$ cat config.mk
export PLATFORM = sky130hd
export DESIGN_NAME = drs_ref_select
export DESIGN_NICKNAME = d
export VERILOG_FILES = /design/src/hdl/drs_ref_select.v
export VERILOG_INCLUDE_DIRS = /design/src /design/src/pkg
export SDC_FILE = /design/constraint.sdc
export NUM_CORES = 1
export LEC_CHECK = 0
export CORE_MARGIN = 2
export CORE_UTILIZATION = 54
export CTS_BUF_LIST = sky130_fd_sc_hd__clkbuf_4 sky130_fd_sc_hd__clkbuf_8 sky130_fd_sc_hd__clkbuf_16
export CTS_CLUSTER_DIAMETER = 120
export CTS_CLUSTER_SIZE = 10
export DETAILED_ROUTE_END_ITERATION = 8
export DONT_BUFFER_PORTS = 1
export GPL_ROUTABILITY_DRIVEN = 1
export PLACE_DENSITY = 0.69
export SLEW_MARGIN = 20
export SYNTH_ARGS = -nofsm -noshare
export SYNTH_HDL_FRONTEND = slang
export SYNTH_SLANG_ARGS = --single-unit
$ cat constraint.sdc
create_clock -name aclk -period 6.2 [get_ports aclk]
set_input_delay 0.31 -clock aclk [delete_from_list [all_inputs] [get_ports aclk]]
set_output_delay 0.31 -clock aclk [all_outputs]
set_load 0.01 [all_outputs]
$ cat src/pkg/drs_defs.vh
// Register map, field positions, reset values and timing for the reference-site selector
// ----------------------------------------------------------------------------
// ----------------------------------------------------------------------------
`ifndef DRS_DEFS_VH
`define DRS_DEFS_VH

// Register byte offsets
`define DRS_CTRL_OFS        8'h00
`define DRS_STATUS_OFS      8'h04
`define DRS_IRQ_STAT_OFS    8'h08
`define DRS_IRQ_MASK_OFS    8'h0c
`define DRS_SPEED_LIM_OFS   8'h10
`define DRS_FMAX_OFS        8'h14
`define DRS_RAMP_OFS        8'h18
`define DRS_LOCAL_REF_OFS   8'h1c

// Control register fields
`define DRS_CTRL_SITE_LSB   0
`define DRS_CTRL_STRUCT_LSB 2
`define DRS_CTRL_PERM_HAND  4
`define DRS_CTRL_PERM_OFF   5
`define DRS_CTRL_PERM_AUTO  6
`define DRS_CTRL_RESET      32'h0000_0070

// Site and structure codes
`define DRS_SITE_LINKED     2'h0
`define DRS_SITE_REMOTE     2'h1
`define DRS_SITE_LOCAL      2'h2
`define DRS_STRUCT_OPEN     2'h0
`define DRS_STRUCT_CLOSED   2'h3

// Mode state codes: bit 1 = running side (hand/auto), bit 0 = off remembered
`define DRS_MODE_HAND       2'h0
`define DRS_MODE_HAND_OFF   2'h1
`define DRS_MODE_AUTO       2'h2
`define DRS_MODE_AUTO_OFF   2'h3

// Interrupt status bits
`define DRS_IRQ_MODE        0
`define DRS_IRQ_ALARM       1
`define DRS_IRQ_ALARM_CLR   2
`define DRS_IRQ_KEY_DENIED  3
`define DRS_IRQ_BITS        4

// Reset values of limit registers, and the local reference up/down key step
`define DRS_SPEED_MIN_RST   16'h0000
`define DRS_SPEED_MAX_RST   16'hffff
`define DRS_FMAX_RST        16'hffff
`define DRS_RAMP_STEP_RST   16'h0001
`define DRS_LOCAL_STEP      16'h0001

// Ramp update period
`define DRS_CLK_MHZ         125
`define DRS_RAMP_PERIOD_US  1
`define DRS_RAMP_DIV        (`DRS_CLK_MHZ * `DRS_RAMP_PERIOD_US)

`endif

$ cat src/hdl/drs_ref_select.v
// Reference-site selector: panel keys, mode, active reference, ramp and limits
`timescale 1ns/100ps
`default_nettype none
`include "drs_defs.vh"

module drs_ref_select
#(
	parameter REF_W    = 16,
	parameter RAMP_DIV = `DRS_RAMP_DIV
)
(
	input  wire             aclk,
	input  wire             aresetn,
	// AXI4-Lite slave
	input  wire [7:0]       s_axi_awaddr,
	input  wire             s_axi_awvalid,
	output wire             s_axi_awready,
	input  wire [31:0]      s_axi_wdata,
	input  wire [3:0]       s_axi_wstrb,
	input  wire             s_axi_wvalid,
	output wire             s_axi_wready,
	output reg  [1:0]       s_axi_bresp,
	output reg              s_axi_bvalid,
	input  wire             s_axi_bready,
	input  wire [7:0]       s_axi_araddr,
	input  wire             s_axi_arvalid,
	output wire             s_axi_arready,
	output reg  [31:0]      s_axi_rdata,
	output reg  [1:0]       s_axi_rresp,
	output reg              s_axi_rvalid,
	input  wire             s_axi_rready,
	// Local operator panel keys, one-cycle pulses
	input  wire             key_hand_on,
	input  wire             key_off,
	input  wire             key_auto_on,
	input  wire             key_reset,
	input  wire             key_up,
	input  wire             key_down,
	// Remote commands from digital inputs or serial bus
	input  wire             remote_start,
	input  wire             remote_stop,
	input  wire [REF_W-1:0] remote_ref,
	// Alarm events and PID controller output
	input  wire             alarm_event,
	input  wire [REF_W-1:0] pid_out,
	// Outputs
	output reg              local_active,
	output reg              remote_active,
	output reg              pid_enable,
	output reg  [REF_W-1:0] pid_setpoint,
	output reg              motor_run,
	output reg  [REF_W-1:0] motor_ref,
	output reg              alarm_latched,
	output reg  [1:0]       mode_state,
	output wire             irq
);

	// ------------------------------------------------------------------------
	// Registers
	// ------------------------------------------------------------------------
	reg  [31:0]              ctrl_r;
	reg  [`DRS_IRQ_BITS-1:0] irq_stat_r;
	reg  [`DRS_IRQ_BITS-1:0] irq_mask_r;
	reg  [REF_W-1:0]         speed_min_r;
	reg  [REF_W-1:0]         speed_max_r;
	reg  [REF_W-1:0]         fmax_r;
	reg  [REF_W-1:0]         ramp_step_r;
	reg  [REF_W-1:0]         local_ref_r;
	reg  [REF_W-1:0]         ramp_r;
	reg                      auto_run_r;
	reg  [31:0]              div_r;
	wire [1:0] site   = ctrl_r[`DRS_CTRL_SITE_LSB+1:`DRS_CTRL_SITE_LSB];
	wire [1:0] struct_sel = ctrl_r[`DRS_CTRL_STRUCT_LSB+1:`DRS_CTRL_STRUCT_LSB];
	wire       perm_hand  = ctrl_r[`DRS_CTRL_PERM_HAND];
	wire       perm_off   = ctrl_r[`DRS_CTRL_PERM_OFF];
	wire       perm_auto  = ctrl_r[`DRS_CTRL_PERM_AUTO];

	// ------------------------------------------------------------------------
	// AXI4-Lite write path
	// ------------------------------------------------------------------------
	// Address and data are caught in either order; the response waits for both.
	reg        aw_held_r;
	reg        w_held_r;
	reg [7:0]  aw_addr_r;
	reg [31:0] w_data_r;
	reg [3:0]  w_strb_r;
	assign s_axi_awready = !aw_held_r && !s_axi_bvalid;
	assign s_axi_wready  = !w_held_r && !s_axi_bvalid;
	wire       aw_now = aw_held_r || (s_axi_awvalid && s_axi_awready);
	wire       w_now  = w_held_r || (s_axi_wvalid && s_axi_wready);
	wire       wr_go  = aw_now && w_now && !s_axi_bvalid;
	wire [7:0] wr_addr = aw_held_r ? aw_addr_r : s_axi_awaddr;
	wire [31:0] wr_data = w_held_r ? w_data_r : s_axi_wdata;
	wire [3:0] wr_strb = w_held_r ? w_strb_r : s_axi_wstrb;
	wire [31:0] wmask = {{8{wr_strb[3]}}, {8{wr_strb[2]}}, {8{wr_strb[1]}}, {8{wr_strb[0]}}};
	wire [31:0] wbits = wr_data & wmask;
	// Every aligned offset up to the local reference is mapped, status included
	wire wr_hit   = (wr_addr <= `DRS_LOCAL_REF_OFS) && (wr_addr[1:0] == 2'h0);
	wire wr_ctrl  = wr_go && (wr_addr == `DRS_CTRL_OFS);
	wire wr_istat = wr_go && (wr_addr == `DRS_IRQ_STAT_OFS);
	wire wr_imask = wr_go && (wr_addr == `DRS_IRQ_MASK_OFS);
	wire wr_lim   = wr_go && (wr_addr == `DRS_SPEED_LIM_OFS);
	wire wr_fmax  = wr_go && (wr_addr == `DRS_FMAX_OFS);
	wire wr_ramp  = wr_go && (wr_addr == `DRS_RAMP_OFS);
	wire wr_lref  = wr_go && (wr_addr == `DRS_LOCAL_REF_OFS);
	always @(posedge aclk)
	begin
		if (!aresetn)
		begin
			aw_held_r    <= 1'b0;
			w_held_r     <= 1'b0;
			aw_addr_r    <= 8'h00;
			w_data_r     <= 32'h0000_0000;
			w_strb_r     <= 4'h0;
			s_axi_bvalid <= 1'b0;
			s_axi_bresp  <= 2'h0;
		end
		else
		begin
			if (s_axi_awvalid && s_axi_awready && !wr_go)
			begin
				aw_held_r <= 1'b1;
				aw_addr_r <= s_axi_awaddr;
			end
			if (s_axi_wvalid && s_axi_wready && !wr_go)
			begin
				w_held_r <= 1'b1;
				w_data_r <= s_axi_wdata;
				w_strb_r <= s_axi_wstrb;
			end
			if (wr_go)
			begin
				aw_held_r    <= 1'b0;
				w_held_r     <= 1'b0;
				s_axi_bvalid <= 1'b1;
				s_axi_bresp  <= wr_hit ? 2'h0 : 2'h2;
			end
			else if (s_axi_bready)
				s_axi_bvalid <= 1'b0;
		end
	end

	// ------------------------------------------------------------------------
	// Operating mode and panel keys
	// ------------------------------------------------------------------------
	wire in_auto = mode_state[1];
	wire in_off  = mode_state[0];
	wire hand_ok = key_hand_on && perm_hand;
	wire off_ok  = key_off && perm_off;
	wire auto_ok = key_auto_on && perm_auto;
	wire denied  = (key_hand_on && !perm_hand) || (key_off && !perm_off) ||
		(key_auto_on && !perm_auto);
	reg [1:0] mode_nxt;
	always @*
	begin
		mode_nxt = mode_state;
		if (hand_ok)
			mode_nxt = `DRS_MODE_HAND;
		else if (auto_ok)
			mode_nxt = `DRS_MODE_AUTO;
		else if (off_ok)
			mode_nxt = {mode_state[1], 1'b1};
	end
	always @(posedge aclk)
	begin
		if (!aresetn)
		begin
			mode_state    <= `DRS_MODE_AUTO_OFF;
			auto_run_r    <= 1'b0;
			alarm_latched <= 1'b0;
			local_ref_r   <= {REF_W{1'b0}};
		end
		else
		begin
			mode_state <= mode_nxt;
			// Remote start and stop only count in auto mode; entering auto waits for a start
			if (mode_nxt != `DRS_MODE_AUTO || auto_ok)
				auto_run_r <= 1'b0;
			else if (remote_stop)
				auto_run_r <= 1'b0;
			else if (remote_start)
				auto_run_r <= 1'b1;
			// A new alarm wins over a reset key in the same cycle
			if (alarm_event)
				alarm_latched <= 1'b1;
			else if (key_reset)
				alarm_latched <= 1'b0;
			if (wr_lref)
				local_ref_r <= wbits[REF_W-1:0];
			else if (key_up && local_ref_r != {REF_W{1'b1}})
				local_ref_r <= local_ref_r + `DRS_LOCAL_STEP;
			else if (key_down && local_ref_r != {REF_W{1'b0}})
				local_ref_r <= local_ref_r - `DRS_LOCAL_STEP;
		end
	end

	// ------------------------------------------------------------------------
	// Active reference selection
	// ------------------------------------------------------------------------
	reg use_remote;
	always @*
	begin
		case (site)
			`DRS_SITE_LOCAL:  use_remote = 1'b0;
			`DRS_SITE_REMOTE: use_remote = 1'b1;
			default:          use_remote = in_auto;
		endcase
	end
	wire closed = use_remote && (struct_sel == `DRS_STRUCT_CLOSED);
	wire running = !in_off && !alarm_latched && (!in_auto || auto_run_r);
	wire [REF_W-1:0] chosen = closed ? pid_out : (use_remote ? remote_ref : local_ref_r);
	wire [REF_W-1:0] target = running ? chosen : {REF_W{1'b0}};

	// ------------------------------------------------------------------------
	// Ramp, speed limit and maximum frequency clamp
	// ------------------------------------------------------------------------
	// The ramp advances once per divider tick so step sizes stay small integers.
	wire tick = (div_r == RAMP_DIV - 1);
	wire [REF_W:0] up_sum = {1'b0, ramp_r} + {1'b0, ramp_step_r};
	wire [REF_W-1:0] ramp_up = (up_sum[REF_W] || up_sum[REF_W-1:0] > target) ?
		target : up_sum[REF_W-1:0];
	wire [REF_W-1:0] ramp_dn = (ramp_r - target < ramp_step_r) ? target : ramp_r - ramp_step_r;
	wire [REF_W-1:0] spd = !running ? ramp_r :
		(ramp_r < speed_min_r) ? speed_min_r :
		(ramp_r > speed_max_r) ? speed_max_r : ramp_r;
	wire [REF_W-1:0] out_ref = (spd > fmax_r) ? fmax_r : spd;
	always @(posedge aclk)
	begin
		if (!aresetn)
		begin
			div_r         <= 32'h0000_0000;
			ramp_r        <= {REF_W{1'b0}};
			motor_ref     <= {REF_W{1'b0}};
			motor_run     <= 1'b0;
			local_active  <= 1'b1;
			remote_active <= 1'b0;
			pid_enable    <= 1'b0;
			pid_setpoint  <= {REF_W{1'b0}};
		end
		else
		begin
			div_r <= tick ? 32'h0000_0000 : div_r + 32'h0000_0001;
			if (tick)
				ramp_r <= (ramp_r < target) ? ramp_up : ramp_dn;
			motor_ref     <= out_ref;
			motor_run     <= running;
			local_active  <= !use_remote;
			remote_active <= use_remote;
			pid_enable    <= closed;
			pid_setpoint  <= closed ? remote_ref : {REF_W{1'b0}};
		end
	end

	// ------------------------------------------------------------------------
	// Configuration and interrupt registers
	// ------------------------------------------------------------------------
	wire [`DRS_IRQ_BITS-1:0] ev = {denied, key_reset && alarm_latched && !alarm_event,
		alarm_event && !alarm_latched, mode_nxt != mode_state};
	assign irq = |(irq_stat_r & irq_mask_r);
	always @(posedge aclk)
	begin
		if (!aresetn)
		begin
			ctrl_r      <= `DRS_CTRL_RESET;
			irq_stat_r  <= {`DRS_IRQ_BITS{1'b0}};
			irq_mask_r  <= {`DRS_IRQ_BITS{1'b0}};
			speed_min_r <= `DRS_SPEED_MIN_RST;
			speed_max_r <= `DRS_SPEED_MAX_RST;
			fmax_r      <= `DRS_FMAX_RST;
			ramp_step_r <= `DRS_RAMP_STEP_RST;
		end
		else
		begin
			if (wr_ctrl)
				ctrl_r <= (ctrl_r & ~wmask) | (wbits & `DRS_CTRL_RESET) |
					(wbits & 32'h0000_000f);
			// New events win over a write-one-to-clear in the same cycle
			irq_stat_r <= (irq_stat_r & ~(wr_istat ? wbits[`DRS_IRQ_BITS-1:0] :
				{`DRS_IRQ_BITS{1'b0}})) | ev;
			if (wr_imask)
				irq_mask_r <= (irq_mask_r & ~wmask[`DRS_IRQ_BITS-1:0]) |
					wbits[`DRS_IRQ_BITS-1:0];
			if (wr_lim)
			begin
				speed_min_r <= wbits[15:0];
				speed_max_r <= wbits[31:16];
			end
			if (wr_fmax)
				fmax_r <= wbits[REF_W-1:0];
			if (wr_ramp)
				ramp_step_r <= wbits[REF_W-1:0];
		end
	end

	// ------------------------------------------------------------------------
	// AXI4-Lite read path
	// ------------------------------------------------------------------------
	assign s_axi_arready = !s_axi_rvalid;
	wire       rd_hit = (s_axi_araddr <= `DRS_LOCAL_REF_OFS) && (s_axi_araddr[1:0] == 2'h0);
	reg [31:0] rd_mux;
	always @*
	begin
		case (s_axi_araddr)
			`DRS_CTRL_OFS:      rd_mux = ctrl_r & 32'h0000_007f;
			`DRS_STATUS_OFS:    rd_mux = {25'h0, pid_enable, motor_run, alarm_latched,
				remote_active, local_active, mode_state};
			`DRS_IRQ_STAT_OFS:  rd_mux = {28'h0, irq_stat_r};
			`DRS_IRQ_MASK_OFS:  rd_mux = {28'h0, irq_mask_r};
			`DRS_SPEED_LIM_OFS: rd_mux = {speed_max_r, speed_min_r};
			`DRS_FMAX_OFS:      rd_mux = {16'h0, fmax_r};
			`DRS_RAMP_OFS:      rd_mux = {16'h0, ramp_step_r};
			`DRS_LOCAL_REF_OFS: rd_mux = {16'h0, local_ref_r};
			default:            rd_mux = 32'h0000_0000;
		endcase
	end
	always @(posedge aclk)
	begin
		if (!aresetn)
		begin
			s_axi_rvalid <= 1'b0;
			s_axi_rdata  <= 32'h0000_0000;
			s_axi_rresp  <= 2'h0;
		end
		else if (s_axi_arvalid && s_axi_arready)
		begin
			s_axi_rvalid <= 1'b1;
			s_axi_rdata  <= rd_mux;
			s_axi_rresp  <= rd_hit ? 2'h0 : 2'h2;
		end
		else if (s_axi_rready)
			s_axi_rvalid <= 1'b0;
	end

endmodule // drs_ref_select

`default_nettype wire

# Word-level counts from Yosys, hierarchy flattened
# Cells that the tools add are included.
# totals
inputBits	100
wordCells	172
output_inout_bits	81
reg_bits	292
# op_classes
order_cmp	8
eq_ne	20
n_addsub	6
n_reduce_logical	66
bitwise_logic	13
mux	30
# ops
cell	count
case mux 32 bit (8 select lines)	1
2-to-1 mux 16 bit	13
AND 32 bit	2
equality test 8 x 5 -> 1 bit (second input constant)	8
greater-than comparator 16 bit	3
less-than comparator 16 bit	3
adder 32 x 1 -> 32 bit (second input constant)	1
equality test 32 x 7 -> 1 bit (second input constant)	1
equality test 8 x 4 -> 1 bit (second input constant)	4
logical AND 1 bit	32
2-to-1 mux 32 bit	1
inverter 32 bit	1
OR 32 x 4 -> 32 bit	1
OR 32 x 7 -> 32 bit	1
subtractor 16 bit	2
adder 16 x 16 -> 17 bit	1
adder 16 x 1 -> 16 bit (second input constant)	1
<= comparator 8 x 5 -> 1 bit (second input constant)	2
logical NOT 8 bit	2
!= test 16 bit (second input constant)	1
nonzero test 16 bit	1
subtractor 16 x 1 -> 16 bit (second input constant)	1
logical NOT 1 bit	13
AND 4 bit	3
other kinds (21)	44

# Depth between registers and ports, before layout
# logic_depth
ltp_word	11
depth_mapped	27
depth_no_buf	25

# Worst setup path after synthesis
# Ideal clock, no wire load.
# synth_timing
path_type	register to register
startpoint	register with a tool-made name
endpoint	register ramp_r[10]
slack_ns	0.823
n_path_buf	3
setup_ns	0.117
t_required_ns	6.083
path_stages_with_launch	28
arrival_ns	5.260
synth_period_minus_slack_ns	5.377
cell_sequence	dfxtp_1 -> inv_1 -> ha_1 -> mux2_2 -> clkbuf_1 -> clkbuf_8 -> a311oi_1 -> inv_1 -> ha_1 -> nor2b_1 -> o21ai_0 -> a21boi_0 -> o211ai_1 -> a21oi_1 -> nor3_1 -> o31ai_1 -> a211oi_1 -> nor3_1 -> ha_1 -> a21o_1 -> a21o_1 -> a221oi_1 -> o31ai_1 -> clkbuf_8 -> o21a_1 -> a32oi_1 -> o21ai_1 -> a22o_1
# synth_rtl
item	line_no	rtl
end signal: assignment	drs_ref_select.v:232	ramp_r <= {REF_W{1'b0}};
end signal: assignment	drs_ref_select.v:244	ramp_r <= (ramp_r < target) ? ramp_up : ramp_dn;
end: declaration	drs_ref_select.v:69	reg [REF_W-1:0] ramp_r;

# Final worst setup path
# layout_timing
startpoint	register speed_min_r[5]
endpoint	register motor_ref[6]
# layout_between
elab_chain_len	5
# layout_lines
item	line_no	rtl
start: declaration	drs_ref_select.v:64	reg [REF_W-1:0] speed_min_r;
start signal: assignment	drs_ref_select.v:267	speed_min_r <= `DRS_SPEED_MIN_RST;
start signal: assignment	drs_ref_select.v:285	speed_min_r <= wbits[15:0];
less-than comparator 16 bit	drs_ref_select.v:224	(ramp_r < speed_min_r) ? speed_min_r :
2-to-1 mux 16 bit *	drs_ref_select.v:224	
2-to-1 mux 16 bit *	drs_ref_select.v:223	wire [REF_W-1:0] spd = !running ? ramp_r :
greater-than comparator 16 bit	drs_ref_select.v:226	wire [REF_W-1:0] out_ref = (spd > fmax_r) ? fmax_r : spd;
2-to-1 mux 16 bit *	drs_ref_select.v:226	
end signal: assignment	drs_ref_select.v:233	motor_ref <= {REF_W{1'b0}};
end signal: assignment	drs_ref_select.v:245	motor_ref <= out_ref;
end: declaration	drs_ref_select.v:52	output reg [REF_W-1:0] motor_ref,
# Mark *: on every way between the ends. The rest lies on a longest branch, timed or not.
# A chain may end at the register's enable or synchronous reset.

==> results.yml <==
run_status:
  status: "complete, no violations"
final_layout:
  drive_gt1_frac: 0.05930
  antennaDiodeCount: 0
  nNetsFinal: 2337
  synthToLayoutAreaGrowth_pct: 11.68
  post-route-util: 0.6161
placed_design:
  place.gp.congestion: 0.9660
  hpwl_microns: 42970
  post-place-ws_ns: 0.2709
  io_buffers: 0
timing:
  post-route-period-util: 0.9248
  slew_headroom: 0.3176
  fin_setup_tns_ns: 0
  skew_ns: 0.06123
  rsz0062_at_grt: "no"
  final_hold_viol_count: 0
  postLayoutSetupSlackWorst_ns: 0.4661
  finalSetupViolations: 0
  fmax_mhz: 174.4
  finalCriticalPeriod_ns: 5.734
  slew_viol_final: 0
  max_slew.worst_pin.slew_ns: 1.023
synthesis:
  synthTopCellsByArea: "dfxtp_1, ha_1, nand2_1"
  synth_area_sq_um: 16440
  syn_area_per_cell_sq_um: 8.034
  yosysWarnings: 0
  ys_top_cells_by_count: "dfxtp_1, nand2_1, nor2_1, a21oi_1, ha_1"
  synth-seq-cells: 265
  synth_edf_count: 0
  synthDominantCellAreaShare: 0.3228
  synth_top_cell_by_area: "dfxtp_1"
  ys.flop_type: "dfxtp_1"
  synthArstFlopShare: 0
  ys_seq_area_frac: 0.3228
  postSynthCellCount: 2046
  yosysMostFrequentCell: "dfxtp_1"
  ys_types: 89
global_route:
  grt_use_met2: 0.5777
  grt_util_met3: 0.07907
  use_met1: 0.4562
  grt.overflow.total: 0
  grt_antenna_before_repair: 0
  gr-max-usage-layer: "met2"
  grt_use_total: 0.3590
  grt_max_degree: 55
  grt_first_pass_wirelength_microns: 87540
  grt_pass1_vias: 15119
power:
  power.internal_mw: 2.962
  power_density_nw_per_um2: 233.6
  power.net_switching_mw: 1.326
  combPwrFrac: 0.196
  p_leak_nw: 7.675
  swShare: 0.3092
  seqPwrFrac: 0.442
  vdd_ir_drop_max_uv: 224.2
  pwr-share-clk: 0.362
worst_setup_path:
  slowest_stage: "nor2_1"
  arrival_ns: 6.16
  cp_max_fo: 15
  cp-end-kind: "flop"
  slowest_delay_ns: 0.64
  path_cells: "inv_1, ha_1, and3_1, nand2_1, o21ai_0, nand3_1, a31o_2, nor2_1, buf_4, a22oi_1, o21ai_0, ha_1, nand3_1, a21oi_1, a211oi_1, o21ai_0, a221oi_1, a211o_1, and3_1, a22oi_1, o211ai_1"
  cpMostUsedCell: "o21ai_0"
  path_class: "reg -> reg"
  cp.required_ns: 6.63
  start_kind: "flop"
die:
  die_w_microns: 178.5
  std_cell_rows: 63
  die_h_microns: 178.5
  core_area_sq_um: 29800
  die-area_sq_um: 31850
  ios: 181
  start_util: 0.5517
cts:
  clkSinkCount: 265
  cts_root_buffer: "clkbuf_16"
  postCtsSetupBuffers: 0
  htree_levels: 1
  numCtsBuffers: 30
  cts_tree: "done"
  clk_path_buf_depth: 3
  clock_latency_ns: 0.60
  path_clk_slew_ns: 0.06
routing:
  via_per_inst: 6.411
  first_pass_iters: 6
  drt_iter0_markers: 1588
  wire_per_inst_microns: 23.42
  postRouteAntennaNets: 0
  drc_errors: 0
  drt-total-wl_microns: 58100
  dr_total_vias: 15905
worst_hold_path:
  hold_path.class: "in -> reg"
job:
  cap_violations: 0
==> registers in the layout, summed over array words and instances (netlist names), 2 cells and up, named ones only <==
name          cells
speed_min_r      16
mode_state        2
ramp_step_r      16
aw_addr_r         8
s_axi_rdata      32
irq_stat_r        4
w_data_r         32
local_ref_r      16
pid_setpoint     16
w_strb_r          4
motor_ref        16
ramp_r           16
fmax_r           16
speed_max_r      16
div_r            32
==> logic make-up (layout without fill, tap and decap cells) <==
kind of cell | Yosys count | after routing | synth area share
AOI/OAI and AO/OA | 571 | 571 | 0.2353
xor gates and xnor gates | 74 | 74 | 0.03943
adders and majority gates | 146 | 146 | 0.1130
buffers and inverters | 218 | 262 | 0.05595
DFF | 265 | 265 | 0.3228
muxes | 55 | 55 | 0.03441
other | 1 | 2 | 0.0002281
and+or+nand+nor | 716 | 716 | 0.1990
==> worst paths after layout <==
path	startpoint	cells past startpoint	slack, ns	to
max	speed_min_r[5]	21	0.47	motor_ref[6]
min	s_axi_wdata[5]	3	0.02	flop
max reg2reg	speed_min_r[5]	21	0.47	motor_ref[6]
min reg2reg	w_strb_r[1]	2	0.45	w_strb_r[1]
==> metal layers <==
layer | up-vias | routed length, microns
met5 | - | 0
met4 | 0 | 3159
met3 | 171 | 4975
met2 | 733 | 26370
met1 | 7577 | 23590
li1 | 7424 | -
==> layout by cell type, fill, tap and decap left out, drive strengths merged, types with 5 or more instances in the layout <==
cell type,n
a31oi,9
nand2,239
a311oi,6
nand4,22
clkbuf,30
o22ai,12
o31ai,9
mux2i,43
dfxtp,265
nor4,22
xnor2,42
nor2,205
o211ai,38
a22o,13
nor2b,14
a221oi,10
and2,20
a211oi,37
or3,17
o21bai,11
nand2b,13
ha,142
buf,39
a21o,32
nand3,103
o21a,17
o221ai,20
xor2,32
nand3b,6
o21ai,76
a22oi,78
a21oi,163
and3,15
nor3,26
inv,116
a21boi,5
dlygate4sd3,75
mux2,12
==> worst max-delay path: cells and delay by family, from the launching register on <==
family                     cells  cell delay (ns)
buffers and inverters          2             0.38
and+or+nand+nor                6             1.77
DFF                            1             0.55
adders and majority gates      2             0.59
AOI/OAI and AO/OA             11             2.26
==> through the flow <==
stage               hold WS, ns  cells  area [sq um]  power (mW)
CTS                   0.0005741   2480         18330       4.276
finish                  0.01679   2481         18360       4.288
global route            0.01919   2481         18360       4.446
floorplan                0.4090   2047         16440       2.474
global placement         0.4015   2372         16760       2.680
detailed placement       0.4066   2372         16770       2.696
==> cell type report <==
type	count	area (sq um)
Fill cell	2619	11440
Multi-Input combinational cell	1564	10280
Timing Repair Buffer	114	1060
Tap cell	390	488.0
Inverter	116	437.9
Clock buffer	30	750.7
Sequential cell	265	5306
Clock inverter	2	37.54
==> timing repair <==
| item | 4_1_cts | 5_1_grt |
|---|---|---|
| hold endpoints to repair | 116 | 0 |
| setup endpoints to repair | 0 | 15 |
| hold buffers | 76 | 0 |
| resized for setup | 0 | 4 |
==> power by group through the flow <==
stage	combinational, mW	sequential, mW	clock, mW
after global placement	0.753	1.93	0
after global routing	0.924	1.90	1.62
after CTS	0.819	1.89	1.57
after floorplan	0.620	1.85	0
final	0.840	1.90	1.55
after detailed placement	0.769	1.93	0
Note: power is estimated with default switching activity, not from simulation.
